**config.mk**
```make
export PLATFORM = sky130hd
export DESIGN_NAME = power_up_supervisor
export DESIGN_NICKNAME = d
export VERILOG_FILES = /design/src/verilog/pus_pkg.sv /design/src/verilog/pus_blank_timer.sv /design/src/verilog/power_up_supervisor.sv
export SDC_FILE = /design/constraint.sdc
export NUM_CORES = 1
export LEC_CHECK = 0
export BUFFER_PORTS_ARGS = -buffer_cell sky130_fd_sc_hd__buf_2
export CAP_MARGIN = 20
export CORE_MARGIN = 2
export CORE_UTILIZATION = 36
export CTS_CLUSTER_DIAMETER = 150
export DETAILED_ROUTE_END_ITERATION = 10
export PLACE_DENSITY = 0.68
export SKIP_LAST_GASP = 1
export SYNTH_ARGS = -nofsm -noshare
export SYNTH_HDL_FRONTEND = slang
export SYNTH_SLANG_ARGS = --single-unit
```
**constraint.sdc**
```tcl
create_clock -name mclk -period 3.2 [get_ports mclk]
set_input_delay 0.32 -clock mclk [delete_from_list [all_inputs] [get_ports mclk]]
set_output_delay 0.32 -clock mclk [all_outputs]
set_load 0.02 [all_outputs]
```
**src/verilog/pus_pkg.sv**
```systemverilog
// Package of constants for the power-up supervisor
// Overview of operation
// - Valid supply and enable: sequence, then alert low
// - Enable low keeps the block in Off
// - Input below lockout threshold turns converter off
// - Lockout threshold is a 4-bit code field
// - Threshold resets to lowest code, writable anytime
// - Undervoltage must persist 150 us before shutdown
// - External bias bit resets 0, 1 disables regulator
// - USB rail undervoltage flag below 2.7 V
// - USB rail overvoltage flag above 4.0 V
// - Logic runs only while bias above lockout; here the USB rail flags still follow their comparators in lockout
package pus_pkg;
	localparam int CLK_MHZ = 200;
	localparam int BLANK_US = 150;
	localparam int BLANK_CYCLES = BLANK_US * CLK_MHZ;
	localparam int THRESH_W = 4;
	localparam logic [3:0] THRESH_RESET = 4'h0;
	localparam logic [3:0] THRESH_MAX = 4'hA;
	localparam int SEQ_STEP_CYCLES = 16;
	localparam logic EXT_BIAS_RESET = 1'b0;
	typedef enum logic [1:0] {PUS_OFF, PUS_START, PUS_RUN} pus_state_t;
endpackage : pus_pkg

```
**src/verilog/pus_blank_timer.sv**
```systemverilog
// Persistence timer: output rises after input has stayed high long enough
`timescale 1ns/1ps
`default_nettype none
module pus_blank_timer #(
	parameter int COUNT = 30000
) (
	input wire logic mclk,
	input wire logic rstN,
	input wire logic condIn,
	output logic persisted
);
	localparam int CW = $clog2(COUNT + 1);
	logic [CW-1:0] count_reg;

	// ****************************************
	// Counter
	// ****************************************
	always_ff @(posedge mclk or negedge rstN)
	begin
		if (!rstN)
			count_reg <= '0;
		else if (!condIn)
			count_reg <= '0;
		else if (count_reg != CW'(COUNT))
			count_reg <= count_reg + 1'b1;
	end

	always_ff @(posedge mclk or negedge rstN)
	begin
		if (!rstN)
			persisted <= 1'b0;
		else
			persisted <= condIn && (count_reg >= CW'(COUNT - 1));
	end
endmodule : pus_blank_timer
`default_nettype wire

```
**src/verilog/power_up_supervisor.sv**
```systemverilog
// Power-up sequencing and supply supervision logic
`timescale 1ns/1ps
`default_nettype none
module power_up_supervisor
	import pus_pkg::*;
#(
	parameter int BLANK_COUNT = BLANK_CYCLES
) (
	input wire logic mclk,
	input wire logic rst_n,
	input wire logic high_voltage_enable_in,
	input wire logic biasAboveLockout,
	input wire logic [THRESH_W-1:0] input_undervolt_threshold,
	input wire logic thresholdWrite,
	input wire logic externalBiasWrite,
	input wire logic externalBiasData,
	input wire logic [10:0] inputBelowCode,
	input wire logic usbRailBelowUv,
	input wire logic usbRailAboveOv,
	output logic alertOutN,
	output logic alertOutOe,
	output logic buckBoostEnable,
	output logic internalBiasEnable,
	output logic external_bias_select,
	output logic [THRESH_W-1:0] thresholdCode,
	output logic usb_rail_undervolt_flag,
	output logic usb_rail_overvolt_flag,
	output logic startupDone
);
	logic rstSync1_reg;
	logic rstSync2_reg;
	logic rstN;
	pus_state_t state_reg;
	logic [4:0] step_reg;
	logic [THRESH_W-1:0] thresh_reg;
	logic [THRESH_W-1:0] effCode;
	logic belowNow;
	logic uvPersisted;

	// ****************************************
	// Reset release; rst_n deasserts through two synchronizing flops
	// ****************************************
	always_ff @(posedge mclk or negedge rst_n)
	begin
		if (!rst_n)
		begin
			rstSync1_reg <= 1'b0;
			rstSync2_reg <= 1'b0;
		end
		else
		begin
			rstSync1_reg <= 1'b1;
			rstSync2_reg <= rstSync1_reg;
		end
	end
	assign rstN = rstSync2_reg;

	// ****************************************
	// Threshold and bias configuration
	// ****************************************
	always_ff @(posedge mclk or negedge rstN)
	begin
		if (!rstN)
			thresh_reg <= THRESH_RESET;
		else if (!biasAboveLockout)
			thresh_reg <= THRESH_RESET;
		else if (thresholdWrite)
			thresh_reg <= input_undervolt_threshold;
	end

	// Code above the top setting clamps, so the bank index stays in range
	always_comb
	begin
		if (thresh_reg > THRESH_MAX)
			effCode = THRESH_MAX;
		else
			effCode = thresh_reg;
	end
	// Comparator bank gives one "below" bit per setting
	assign belowNow = inputBelowCode[effCode];

	// ****************************************
	// Bias supply selection
	// ****************************************
	always_ff @(posedge mclk or negedge rstN)
	begin
		if (!rstN)
			external_bias_select <= EXT_BIAS_RESET;
		else if (!biasAboveLockout || state_reg == PUS_OFF)
			external_bias_select <= EXT_BIAS_RESET;
		else if (externalBiasWrite && state_reg == PUS_RUN)
			external_bias_select <= externalBiasData;
	end

	always_ff @(posedge mclk or negedge rstN)
	begin
		if (!rstN)
			internalBiasEnable <= 1'b1;
		else
			internalBiasEnable <= !external_bias_select;
	end

	always_ff @(posedge mclk or negedge rstN)
	begin
		if (!rstN)
			thresholdCode <= THRESH_RESET;
		else
			thresholdCode <= effCode;
	end

	// ****************************************
	// Input undervoltage blanking
	// ****************************************
	pus_blank_timer #(
		.COUNT(BLANK_COUNT)
	) i_pus_blank_timer (
		.mclk(mclk),
		.rstN(rstN),
		.condIn(belowNow),
		.persisted(uvPersisted)
	);

	// ****************************************
	// Sequencer
	// ****************************************
	always_ff @(posedge mclk or negedge rstN)
	begin
		if (!rstN)
			state_reg <= PUS_OFF;
		else
		begin
			case (state_reg)
				PUS_OFF:
				begin
					if (high_voltage_enable_in && biasAboveLockout && !belowNow)
						state_reg <= PUS_START;
				end
				PUS_START:
				begin
					if (!high_voltage_enable_in || !biasAboveLockout)
						state_reg <= PUS_OFF;
					else if (step_reg == 5'(SEQ_STEP_CYCLES - 1))
						state_reg <= PUS_RUN;
				end
				PUS_RUN:
				begin
					if (!high_voltage_enable_in || !biasAboveLockout)
						state_reg <= PUS_OFF;
				end
				default:
					state_reg <= PUS_OFF;
			endcase
		end
	end

	// ****************************************
	// Start-up step counter
	// ****************************************
	// Counts only in START; any other state rearms it for the next attempt
	always_ff @(posedge mclk or negedge rstN)
	begin
		if (!rstN)
			step_reg <= '0;
		else if (state_reg == PUS_START)
			step_reg <= step_reg + 1'b1;
		else
			step_reg <= '0;
	end

	// ****************************************
	// Outputs
	// ****************************************
	// Open drain: only ever pulls low; the level is held high while released
	always_ff @(posedge mclk or negedge rstN)
	begin
		if (!rstN)
			alertOutN <= 1'b1;
		else
			alertOutN <= (state_reg != PUS_RUN);
	end

	always_ff @(posedge mclk or negedge rstN)
	begin
		if (!rstN)
			alertOutOe <= 1'b0;
		else
			alertOutOe <= (state_reg == PUS_RUN);
	end

	always_ff @(posedge mclk or negedge rstN)
	begin
		if (!rstN)
			startupDone <= 1'b0;
		else
			startupDone <= (state_reg == PUS_RUN);
	end

	// Converter stops on a blanked undervoltage; short dips ride through
	always_ff @(posedge mclk or negedge rstN)
	begin
		if (!rstN)
			buckBoostEnable <= 1'b0;
		else
			buckBoostEnable <= (state_reg == PUS_RUN) && !uvPersisted;
	end

	// ****************************************
	// USB rail status flags
	// ****************************************
	// Comparators are taken as synchronous; a slow rail may chatter here
	always_ff @(posedge mclk or negedge rstN)
	begin
		if (!rstN)
			usb_rail_undervolt_flag <= 1'b0;
		else
			usb_rail_undervolt_flag <= usbRailBelowUv;
	end

	always_ff @(posedge mclk or negedge rstN)
	begin
		if (!rstN)
			usb_rail_overvolt_flag <= 1'b0;
		else
			usb_rail_overvolt_flag <= usbRailAboveOv;
	end
endmodule : power_up_supervisor
`default_nettype wire

```
==> results of run 1 <==
-- cell families (layout without fill, tap and decap cells) --
logic type / after synthesis / in the layout / synth area share, %
DFF: 40 / 40 / 53.9
AOI/OAI and AO/OA: 16 / 16 / 6.12
and+or+nand+nor: 68 / 68 / 19.5
other: 1 / 1 / 0.201
buffers and inverters: 16 / 54 / 4.84
adders and majority gates: 4 / 4 / 2.69
xor gates and xnor gates: 15 / 15 / 7.06
muxes: 10 / 10 / 5.71
-- worst max-delay path, stage by stage, from the launching register on --
cell	delay, ps
dfrtp_1	490
or3b_2	520
o211ai_2	80
a221o_1	560
nor2_1	120
-- through the flow --
| step | worst slack [ps] | power (mW) | cell area, um2 | std cells | util, % |
|---|---|---|---|---|---|
| global route | 1130 | 1.18 | 2210 | 278 | 43.8 |
| floorplan | 1610 | 0.662 | 1860 | 170 | - |
| global placement | 1340 | 0.689 | 2080 | 269 | 41.2 |
| CTS | 1230 | 1.13 | 2210 | 278 | 43.8 |
| detailed placement | 1230 | 0.694 | 2080 | 269 | 41.2 |
| finish | 1290 | 1.11 | 2210 | 278 | 43.8 |
-- routing by layer --
| layer | up-vias | global-route usage [%] |
|---|---|---|
| li1 | 645 | - |
| met1 | 613 | 16.1 |
| met2 | 38 | 17.9 |
| met3 | 8 | 4.52 |
| met4 | 0 | 7.09 |
| met5 | - | 0 |
-- where the power goes --
group | internal, mW | switching [mW] | total [mW]
Sequential | 0.529 | 0.0320 | 0.561
Combinational | 0.0583 | 0.0624 | 0.121
Clock | 0.255 | 0.174 | 0.429
-- synthesized netlist by cell type, types with 2 or more instances --
cell,n
nor2_1,23
nand4_1,3
inv_1,9
buf_6,3
xor2_1,2
nor4_1,3
xnor2_1,13
nor2b_1,6
dfstp_2,2
clkbuf_1,2
and3_1,2
a21oi_1,4
nand3b_1,2
nand3_1,6
nand2_1,7
buf_4,2
dfrtp_1,38
mux2i_1,8
nand2b_1,3
nor3_1,5
ha_1,4
-- cell type report --
cell class,count,share of cell area (%)
flip-flops and latches,40,45.5
repair buffers,37,8.73
inverters,9,1.53
multi-input cells,114,34.8
well taps,70,3.97
clock buffers,6,3.74
clock inverters,2,1.76
-- timing repair --
action                     in CTS  in global routing
resized for setup               0                  0
hold buffers                    1                  0
hold endpoints to repair        2                  0
setup buffers                   0                  0
setup endpoints to repair       0                  0
-- worst paths after layout --
path                                                 from                                           to  slack (ps)  depth (start not counted)
worst max-delay path            thresh_reg[0]$_DFFE_PN0P_  i_pus_blank_timer.count_reg[12]$_DFFE_PN0P_        1290                          4
worst min register to register             rstN$_DFF_PN0_                    thresh_reg[3]$_DFFE_PN0P_         280                          1
max in group asynchronous                  rstN$_DFF_PN0_                          alertOutN$_DFF_PN1_        2570                          1
worst max register to register  thresh_reg[0]$_DFFE_PN0P_  i_pus_blank_timer.count_reg[12]$_DFFE_PN0P_        1290                          4
worst min-delay path                       usbRailAboveOv             usb_rail_overvolt_flag$_DFF_PN0_         130                          1
min in group asynchronous                  rstN$_DFF_PN0_                    thresh_reg[3]$_DFFE_PN0P_         280                          1
==> metrics.md, run 1 <==
| Metric | Value |
|---|---|
| Ys Warns | `0` |
| Die height | `roughly 76 um` |
| Placer Congestion | `around 0.74` |
| Mapped Area | `0.00186 mm2` |
| CP Launch Type | `flop` |
| TNS Setup | `0 ps` |
| Wire per inst | `11.2 um` |
| Grt total ovfl | `0` |
| FMAX | `around 0.52 GHz` |
| Share of layout cells above drive strength 1 | `roughly 25%` |
| FILL cells | `482` |
| Hold Crit Class | `input port to flop` |
| Wl on met1 | `1470 um` |
| Top post-synthesis cells by area | `dfrtp_1, xnor2_1, nor2_1` |
| Area share of the largest cell type after synthesis | `51.1%` |
| I/O pin total | `36` |
| H-Tree Depth | `2` |
| WL met3 | `just over 200 um` |
| Area of the die | `0.00576 mm2` |
| WP data arrival | `between 2000 and 2500 ps` |
| Uppermost layer routed | `met4` |
| # setup viols final | `0` |
| Ys flop type | `dfrtp_1` |
| Vias in the first global route | `1282` |
| Sequential standard cell area | `0.00100 mm2` |
| Worst-Skew Late Latency | `290 ps` |
| MaxCap Viol Count | `0` |
| Post-DP HPWL | `around 2200 um` |
| TritonRoute pass-1 iters | `4` |
| Commonest non-fill, non-tap cell in the layout | `dfrtp_1` |
| WS Path Type | `flop to flop` |
| Hold WS | `about 130 ps` |
| Final slew viol count | `0` |
| Syn avg cell area | `11.0 um2` |
| Period utilisation layout | `between 50 and 60%` |
| Quantity of I/O buffers inserted on ports | `35` |
| Num CTS Buffers | `5` |
| GRT Total Usage | `between 10 and 15%` |
| RSZ-0062 raised after global routing | `false` |
| Synth cell types | `44` |
| CTS tree | `yes` |
| WL final | `3120 um` |
| Syn Nets | `198` |
| Core region area | `0.00504 mm2` |
| DR WL met2 | `1360 um` |
| Area growth, synth to finish | `18.5%` |
| CP max FO | `17` |
| # rows | `26` |
| Via density | `4.69` |
| Area leader, netlist | `dfrtp_1` |
| CTS max path bufs | `2` |
| CTS sink count | `40` |
| Register area share after synthesis | `roughly 54%` |
| Final Skew | `5.91 ps` |
| Pin count of the biggest net entering global routing | `39` |
| EDFF count, synth | `0` |
| Post-route ant nets | `0` |
| Nets@finish | `235` |
| Final Critical Period | `1910 ps` |
| # DRC | `0` |
| Max-slew headroom | `59.0%` |
| Syn Inst Count | `170` |
| ANT cells | `0` |
| Ys async rst share | `100%` |
| Commonest cells after routing, fill and taps aside | `dfrtp_1, buf_2, nor2_1, xnor2_1, inv_1` |
| Die width | `75.9 um` |
| Critical path data required time | `around 3400 ps` |
| Iter 0 DRT Violations | `42` |
| Clk slew on worst S/H paths | `80 ps` |
| Max reg flops | `15` |
| Slew @ Worst Pin | `615 ps` |
| Global-route wire length before repair | `5640 um` |
| #FFs+latches synth | `40` |
| Multi-input gate area | `768 um2` |
| Starting density of the core | `~37%` |
| DR vias | `around 1300` |
| Hold Violations, Final | `0` |
| Initial antenna violation count | `0` |
| Status | `finished, final reports clean` |
| LEAKAGE | `1.02 nW` |
| Power Dens Cells | `503 mW/mm2` |
| Root buffer cell | `clkbuf_8` |
| IR drop worst, VDD | `0.383 mV` |
| Crit end category | `flop` |
Note: power is estimated with default switching activity, not from simulation.
==> run 2, diff against run 1 <==
--- a/config.mk
+++ b/config.mk
@@ -11,7 +11,7 @@
 export CORE_UTILIZATION = 36
 export CTS_CLUSTER_DIAMETER = 150
 export DETAILED_ROUTE_END_ITERATION = 10
-export PLACE_DENSITY = 0.68
+export PLACE_DENSITY = 0.7
 export SKIP_LAST_GASP = 1
 export SYNTH_ARGS = -nofsm -noshare
 export SYNTH_HDL_FRONTEND = slang
==> constraint.sdc (replaced) <==
create_clock -name mclk -period 1.6 [get_ports mclk]
set_input_delay 0.16 -clock mclk [delete_from_list [all_inputs] [get_ports mclk]]
set_output_delay 0.16 -clock mclk [all_outputs]
set_load 0.02 [all_outputs]
==> run 2 against run 1 <==
Clock power grew 100%. Critical path type unchanged. Highest routed layer unchanged. Flip-flop and latch count is the same. Largest cell class unchanged. Cell area grew 5.1%. Worst setup slack lost 1300 ps.
==> metrics.md, run 2 (same netlist as run 1, synthesis figures left out) <==
| Metric | Value |
|---|---|
| Post-route ant nets | `0 (unchanged)` |
| Wire per inst | `11.1 um (was 11.2 um)` |
| Crit path cell chain | `or3b_2, o211ai_2, a221o_1, buf_12, nor2_1 (was or3b_2, o211ai_2, a221o_1, nor2_1)` |
| Final slew viol count | `0 (unchanged)` |
| Global-route wire length before repair | `5580 um (was 5640 um)` |
| Root buffer cell | `clkbuf_8 (unchanged)` |
| Final Skew | `5.25 ps (was 5.91 ps)` |
| Final Critical Period | `1600 ps (was 1910 ps)` |
| Clk slew on worst S/H paths | `80 ps (about the same)` |
| Area of the die | `0.00576 mm2 (unchanged)` |
| WP data arrival | `1780 ps (was 2070 ps)` |
| Num CTS Buffers | `5 (unchanged)` |
| CTS max path bufs | `2 (unchanged)` |
| Logic gate share of total power | `13.0% (was 10.9%)` |
| WS Path Type | `flop to flop (unchanged)` |
| Core region area | `0.00504 mm2 (unchanged)` |
| I/O pin total | `36 (unchanged)` |
| Non-filler cells, final | `290 (was 278)` |
| Switching Fraction | `24.5% (was 24.1%)` |
| TNS Setup | `0 ps (unchanged)` |
| Nets@finish | `247 (was 235)` |
| # setup viols final | `0 (unchanged)` |
| Critical path data required time | `1790 ps (was 3360 ps)` |
| # rows | `26 (unchanged)` |
| Pwr Total | `2.29 mW (was 1.11 mW)` |
| Final WS setup | `4.35 ps (was 1290 ps)` |
| Quantity of I/O buffers inserted on ports | `35 (unchanged)` |
| Dpl ws | `-36.9 ps (was 1230 ps)` |
| CTS tree | `yes (unchanged)` |
| Share of layout cells above drive strength 1 | `29.1% (was 25.0%)` |
| Grt total ovfl | `0 (unchanged)` |
| Status | `finished, final reports clean (unchanged)` |
| CP Launch Type | `flop (unchanged)` |
| Placed Cells incl. Taps | `277 (was 269)` |
| Vias in the first global route | `1319 (was 1282)` |
| Pin count of the biggest net entering global routing | `39 (unchanged)` |
| Starting density of the core | `36.9% (unchanged)` |
| Iter 0 DRT Violations | `50 (was 42)` |
| MaxCap Viol Count | `0 (unchanged)` |
| Hold WS | `126 ps (was 131 ps)` |
| Die height | `75.9 um (unchanged)` |
| Hold Violations, Final | `0 (unchanged)` |
| CP max FO | `17 (unchanged)` |
| LEAKAGE | `1.08 nW (was 1.02 nW)` |
| CTS sink count | `40 (unchanged)` |
| GRT Total Usage | `12.1% (was 12.4%)` |
| Crit end category | `flop (unchanged)` |
| Die width | `75.9 um (unchanged)` |
| # DRC | `0 (unchanged)` |
| Max reg flops | `15 (unchanged)` |
| Int Power | `1.73 mW (was 842 uW)` |
| Worst-Skew Late Latency | `300 ps (was 290 ps)` |
| NetSw | `562 uW (was 268 uW)` |
| TritonRoute pass-1 iters | `4 (unchanged)` |
| ANT cells | `0 (unchanged)` |
| Slowest-stage cell, CP | `or3b_2 (was a221o_1)` |
| FMAX | `0.627 GHz (was 0.524 GHz)` |
| H-Tree Depth | `2 (unchanged)` |
| Commonest cells after routing, fill and taps aside | `dfrtp_1, buf_2, nor2_1, xnor2_1, buf_4 (was dfrtp_1, buf_2, nor2_1, xnor2_1, inv_1)` |
| IR drop worst, VDD | `0.592 mV (was 0.383 mV)` |
| Reg power frac | `49.1% (was 50.5%)` |
| Commonest non-fill, non-tap cell in the layout | `dfrtp_1 (unchanged)` |
| RSZ-0062 raised after global routing | `true (was false)` |
| Via density | `4.54 (was 4.69)` |
| Period utilisation layout | `99.7% (was 59.7%)` |
| Final core occ | `46.0% (was 43.8%)` |
| WL final | `3220 um (was 3120 um)` |
| Area growth, synth to finish | `24.6% (was 18.5%)` |
| Initial antenna violation count | `0 (unchanged)` |
| DR vias | `1318 (was 1304)` |
| Power Dens Cells | `988 mW/mm2 (was 503 mW/mm2)` |
| Final instance area | `0.00232 mm2 (was 0.00221 mm2)` |
| Slowest stage delay, CP | `500 ps (was 560 ps)` |
| Placer Congestion | `0.813 (was 0.740)` |
| Dpl cell area | `0.00215 mm2 (was 0.00208 mm2)` |
| Hold Crit Class | `input port to flop (unchanged)` |
| Clock share of power | `37.9% (was 38.6%)` |
| Post-DP HPWL | `2290 um (was 2220 um)` |
## run 2: path summary, 6_finish.rpt
path | cells past startpoint | to | startpoint | slack, ps
max | 5 | i_pus_blank_timer.count_reg[12]$_DFFE_PN0P_ | thresh_reg[0]$_DFFE_PN0P_ | 4
min | 3 | thresh_reg[2]$_DFFE_PN0P_ | input_undervolt_threshold[2] | 130
max reg2reg | 5 | i_pus_blank_timer.count_reg[12]$_DFFE_PN0P_ | thresh_reg[0]$_DFFE_PN0P_ | 4
min reg2reg | 1 | thresholdCode[3]$_DFF_PN0_ | rstN$_DFF_PN0_ | 280
max in group asynchronous | 1 | i_pus_blank_timer.count_reg[1]$_DFFE_PN0P_ | rstN$_DFF_PN0_ | 960
min in group asynchronous | 2 | rstN$_DFF_PN0_ | rst_n | 160
## run 2: power by group through the flow
stage          combinational [mW]  sequential [mW]  clock, mW
6_report                    0.297             1.13      0.869
5_1_grt                     0.338             1.14      0.930
4_1_cts                     0.305             1.12      0.897
3_5_place_dp                0.294             1.14          0
3_3_place_gp                0.280             1.14          0
2_1_floorplan               0.176             1.15          0
## run 2: final cells by class
class	count	area, um2
fill	470	2720
sequential	40	1010
multi-input combinational	114	771
timing repair buffer	49	300
tap	70	87.6
clock buffer	6	82.6
clock inverter	2	38.8
inverter	9	33.8
## run 2: routing by layer
metal  global-route usage [%]  vias up  routed length, um
li1                         -      669                  -
met1                     14.7      609               1470
met2                     19.6       33               1530
met3                     4.52        7                169
met4                     4.36        0                 50
met5                        0        -                  0
## run 2: repair_timing
item	in CTS	in global routing
buffers inserted	2	0
hold buffers	3	0
resized for setup	2	1
hold endpoints to repair	4	0
pin swaps	1	0
setup endpoints to repair	17	17
## run 2: worst max-delay path: cells and delay by family, from the launching register on
| kind | cells | cell delay, ps |
|---|---|---|
| AND/OR/NAND/NOR | 2 | 560 |
| flip-flops | 1 | 480 |
| buffers and inverters | 1 | 150 |
| AO/OA/AOI/OAI | 2 | 300 |
==> run 3, diff against run 2 <==
--- a/config.mk
+++ b/config.mk
@@ -7,7 +7,7 @@
 export LEC_CHECK = 0
 export BUFFER_PORTS_ARGS = -buffer_cell sky130_fd_sc_hd__buf_2
 export CAP_MARGIN = 20
-export CORE_MARGIN = 2
+export CORE_MARGIN = 3
 export CORE_UTILIZATION = 36
 export CTS_CLUSTER_DIAMETER = 150
 export DETAILED_ROUTE_END_ITERATION = 10
==> run 3 against run 2 <==
The flow now finishes with violations (setup timing). Via count is 0.61% lower. Flip-flop and latch count stayed put. Cell area is 1.9% lower. Register-to-register slack worse by 20 ps. Global-route usage is 0.36 points lower. Highest routed layer unchanged. Critical endpoint is now state_reg[0]$_DFFE_PN0P_.
==> metrics.md, run 3 (same netlist as run 1, synthesis figures left out) <==
| Metric | Value |
|---|---|
| Power Dens Cells | `902 mW/mm2 (was 988 mW/mm2)` |
| Critical path data required time | `1780 ps (was 1790 ps)` |
| RSZ-0062 raised after global routing | `true (unchanged)` |
| Sequential standard cell area | `0.00101 mm2 (unchanged)` |
| Hold Violations, Final | `0 (unchanged)` |
| ANT cells | `0 (unchanged)` |
| Post-route ant nets | `0 (unchanged)` |
| CTS tree | `yes (unchanged)` |
| WL final | `3150 um (was 3220 um)` |
| DR vias | `1310 (was 1318)` |
| Share of layout cells above drive strength 1 | `28.3% (was 29.1%)` |
| WP data arrival | `1800 ps (was 1780 ps)` |
| Final Critical Period | `1620 ps (was 1600 ps)` |
| Commonest cells after routing, fill and taps aside | `dfrtp_1, buf_2, nor2_1, xnor2_1 (was dfrtp_1, buf_2, nor2_1, xnor2_1, buf_4)` |
| Root buffer cell | `clkbuf_8 (unchanged)` |
| Worst-Skew Late Latency | `290 ps (was 300 ps)` |
| IR drop worst, VDD | `0.439 mV (was 0.592 mV)` |
| H-Tree Depth | `2 (unchanged)` |
| Failing checks | `setup timing` |
| Dpl cell area | `0.00214 mm2 (was 0.00215 mm2)` |
| Die width | `77.9 um (was 75.9 um)` |
| Period utilisation layout | `101% (was 99.7%)` |
| R2R cell count | `6 (was 5)` |
| Post-DP HPWL | `2340 um (was 2290 um)` |
| I/O pin total | `36 (unchanged)` |
| Final slew viol count | `0 (unchanged)` |
| Hold Crit Class | `input port to flop (unchanged)` |
| Vias in the first global route | `1269 (was 1319)` |
| Max reg flops | `15 (unchanged)` |
| Via density | `4.58 (was 4.54)` |
| FF-to-FF setup slack | `-20 ps (was 4 ps)` |
| Multi-input gate area | `777 um2 (was 771 um2)` |
| Num CTS Buffers | `5 (unchanged)` |
| Hold WS | `139 ps (was 126 ps)` |
| DR WL met2 | `1410 um (was 1530 um)` |
| CP max FO | `17 (unchanged)` |
| Final instance area | `0.00227 mm2 (was 0.00232 mm2)` |
| # DRC | `0 (unchanged)` |
| Hold Path Origin | `high_voltage_enable_in (was input_undervolt_threshold[2])` |
| LEAKAGE | `1.06 nW (was 1.08 nW)` |
| Final WS setup | `-18.7 ps (was 4.35 ps)` |
| Uppermost layer routed | `met4 (unchanged)` |
| Wire per inst | `11.0 um (was 11.1 um)` |
| Iter 0 DRT Violations | `26 (was 50)` |
| CTS sink count | `40 (unchanged)` |
| Worst r2r src | `thresh_reg[1]$_DFFE_PN0P_ (was thresh_reg[0]$_DFFE_PN0P_)` |
| Status | `finished, violations left (was finished, final reports clean)` |
| Final Skew | `7.52 ps (was 5.25 ps)` |
| # rows | `25 (was 26)` |
| Wl on met1 | `1470 um (about the same)` |
| Placer Congestion | `0.785 (was 0.813)` |
| MaxCap Viol Count | `0 (unchanged)` |
| WS Path Type | `flop to flop (unchanged)` |
| Grt total ovfl | `0 (unchanged)` |
| FMAX | `0.618 GHz (was 0.627 GHz)` |
| Clk slew on worst S/H paths | `70 ps (was 80 ps)` |
| Worst hold stages | `3 (unchanged)` |
| WHS Endpoint | `state_reg[1]$_DFFE_PN0P_ (was thresh_reg[2]$_DFFE_PN0P_)` |
| WL met3 | `204 um (was 169 um)` |
| Area of the die | `0.00607 mm2 (was 0.00576 mm2)` |
| Pin count of the biggest net entering global routing | `39 (unchanged)` |
| Commonest non-fill, non-tap cell in the layout | `dfrtp_1 (unchanged)` |
| Quantity of I/O buffers inserted on ports | `35 (unchanged)` |
| Dpl ws | `-24.4 ps (was -36.9 ps)` |
| CP Launch Type | `flop (unchanged)` |
| TNS Setup | `-18.7 ps (was 0 ps)` |
| Nets@finish | `246 (was 247)` |
| Crit end category | `flop (unchanged)` |
| Die height | `77.9 um (was 75.9 um)` |
| Global-route wire length before repair | `5560 um (was 5580 um)` |
| GRT Total Usage | `11.7% (was 12.1%)` |
| Worst r2r dst | `state_reg[0]$_DFFE_PN0P_ (was i_pus_blank_timer.count_reg[12]$_DFFE_PN0P_)` |
| Starting density of the core | `38.4% (was 36.9%)` |
| Initial antenna violation count | `0 (unchanged)` |
| # setup viols final | `1 (was 0)` |
| Core region area | `0.00485 mm2 (was 0.00504 mm2)` |
| Area growth, synth to finish | `22.2% (was 24.6%)` |
| TritonRoute pass-1 iters | `4 (unchanged)` |
| FILL cells | `466 (was 470)` |
| CTS max path bufs | `2 (unchanged)` |
==> run 3: cell types whose count changed in the layout (fill, tap and decap cells not counted), sizes merged <==
cell / change
bufinv: -1
buf: -1
clkbuf: +1
==> run 3: cell type report <==
| class | count | share of cell area, % |
|---|---|---|
| sequential | 40 | 44.2 |
| clock inverter | 1 | 0.220 |
| clock buffer | 7 | 3.36 |
| timing repair buffer | 48 | 12.9 |
| inverter | 9 | 1.49 |
| multi-input combinational | 114 | 34.2 |
| tap | 67 | 3.69 |
==> run 3: repair_timing <==
action / CTS / global route
setup endpoints to repair: 17 / 17
gates resized for setup: 1 / 3
buffers inserted: 0 / 1
hold buffers: 3 / 0
hold endpoints to repair: 4 / 0
pin swaps: 0 / 1
==> run 3: worst max-delay path: stages (launching register included) <==
cell and delay [ps]:
dfrtp_1 420, buf_4 150, nor3b_1 120, a22o_1 200, a221o_1 300, buf_12 160, o21a_1 160
==> run 3: how the worst max path moves through the flow <==
stage / startpoint / to / slack [ps] / cells after the start
floorplan: thresh_reg[0]$_DFFE_PN0P_ / i_pus_blank_timer.count_reg[0]$_DFFE_PN0P_ / 10 / 7
global placement: thresh_reg[0]$_DFFE_PN0P_ / state_reg[0]$_DFFE_PN0P_ / 9 / 5
detailed placement: thresh_reg[0]$_DFFE_PN0P_ / state_reg[0]$_DFFE_PN0P_ / -20 / 5
CTS: thresh_reg[1]$_DFFE_PN0P_ / state_reg[0]$_DFFE_PN0P_ / -30 / 5
global route: thresh_reg[1]$_DFFE_PN0P_ / state_reg[0]$_DFFE_PN0P_ / -70 / 6
finish: thresh_reg[1]$_DFFE_PN0P_ / state_reg[0]$_DFFE_PN0P_ / -20 / 6
==> run 3: per-stage QoR <==
| step | power [mW] | utilization [%] | cells |
|---|---|---|---|
| 2_1_floorplan | 1.32 | - | 170 |
| 4_1_cts | 2.08 | 46.6 | 285 |
| 5_1_grt | 2.17 | 46.9 | 286 |
| 3_5_place_dp | 1.43 | 44.2 | 274 |
| 6_report | 2.05 | 46.9 | 286 |
| 3_3_place_gp | 1.43 | 44.2 | 274 |
==> run 3: power by group <==
part           switching, mW  internal (mW)  leakage, nW
logic                  0.145          0.160        0.484
clock network          0.323          0.306       0.0422
registers             0.0567           1.06        0.530
total                  0.525           1.53         1.06
==> run 3: metal layers <==
layer	vias up	global-route usage [%]
li1	668	-
met5	-	0
met3	6	4.06
met2	34	18.1
met4	0	4.72
met1	602	14.9
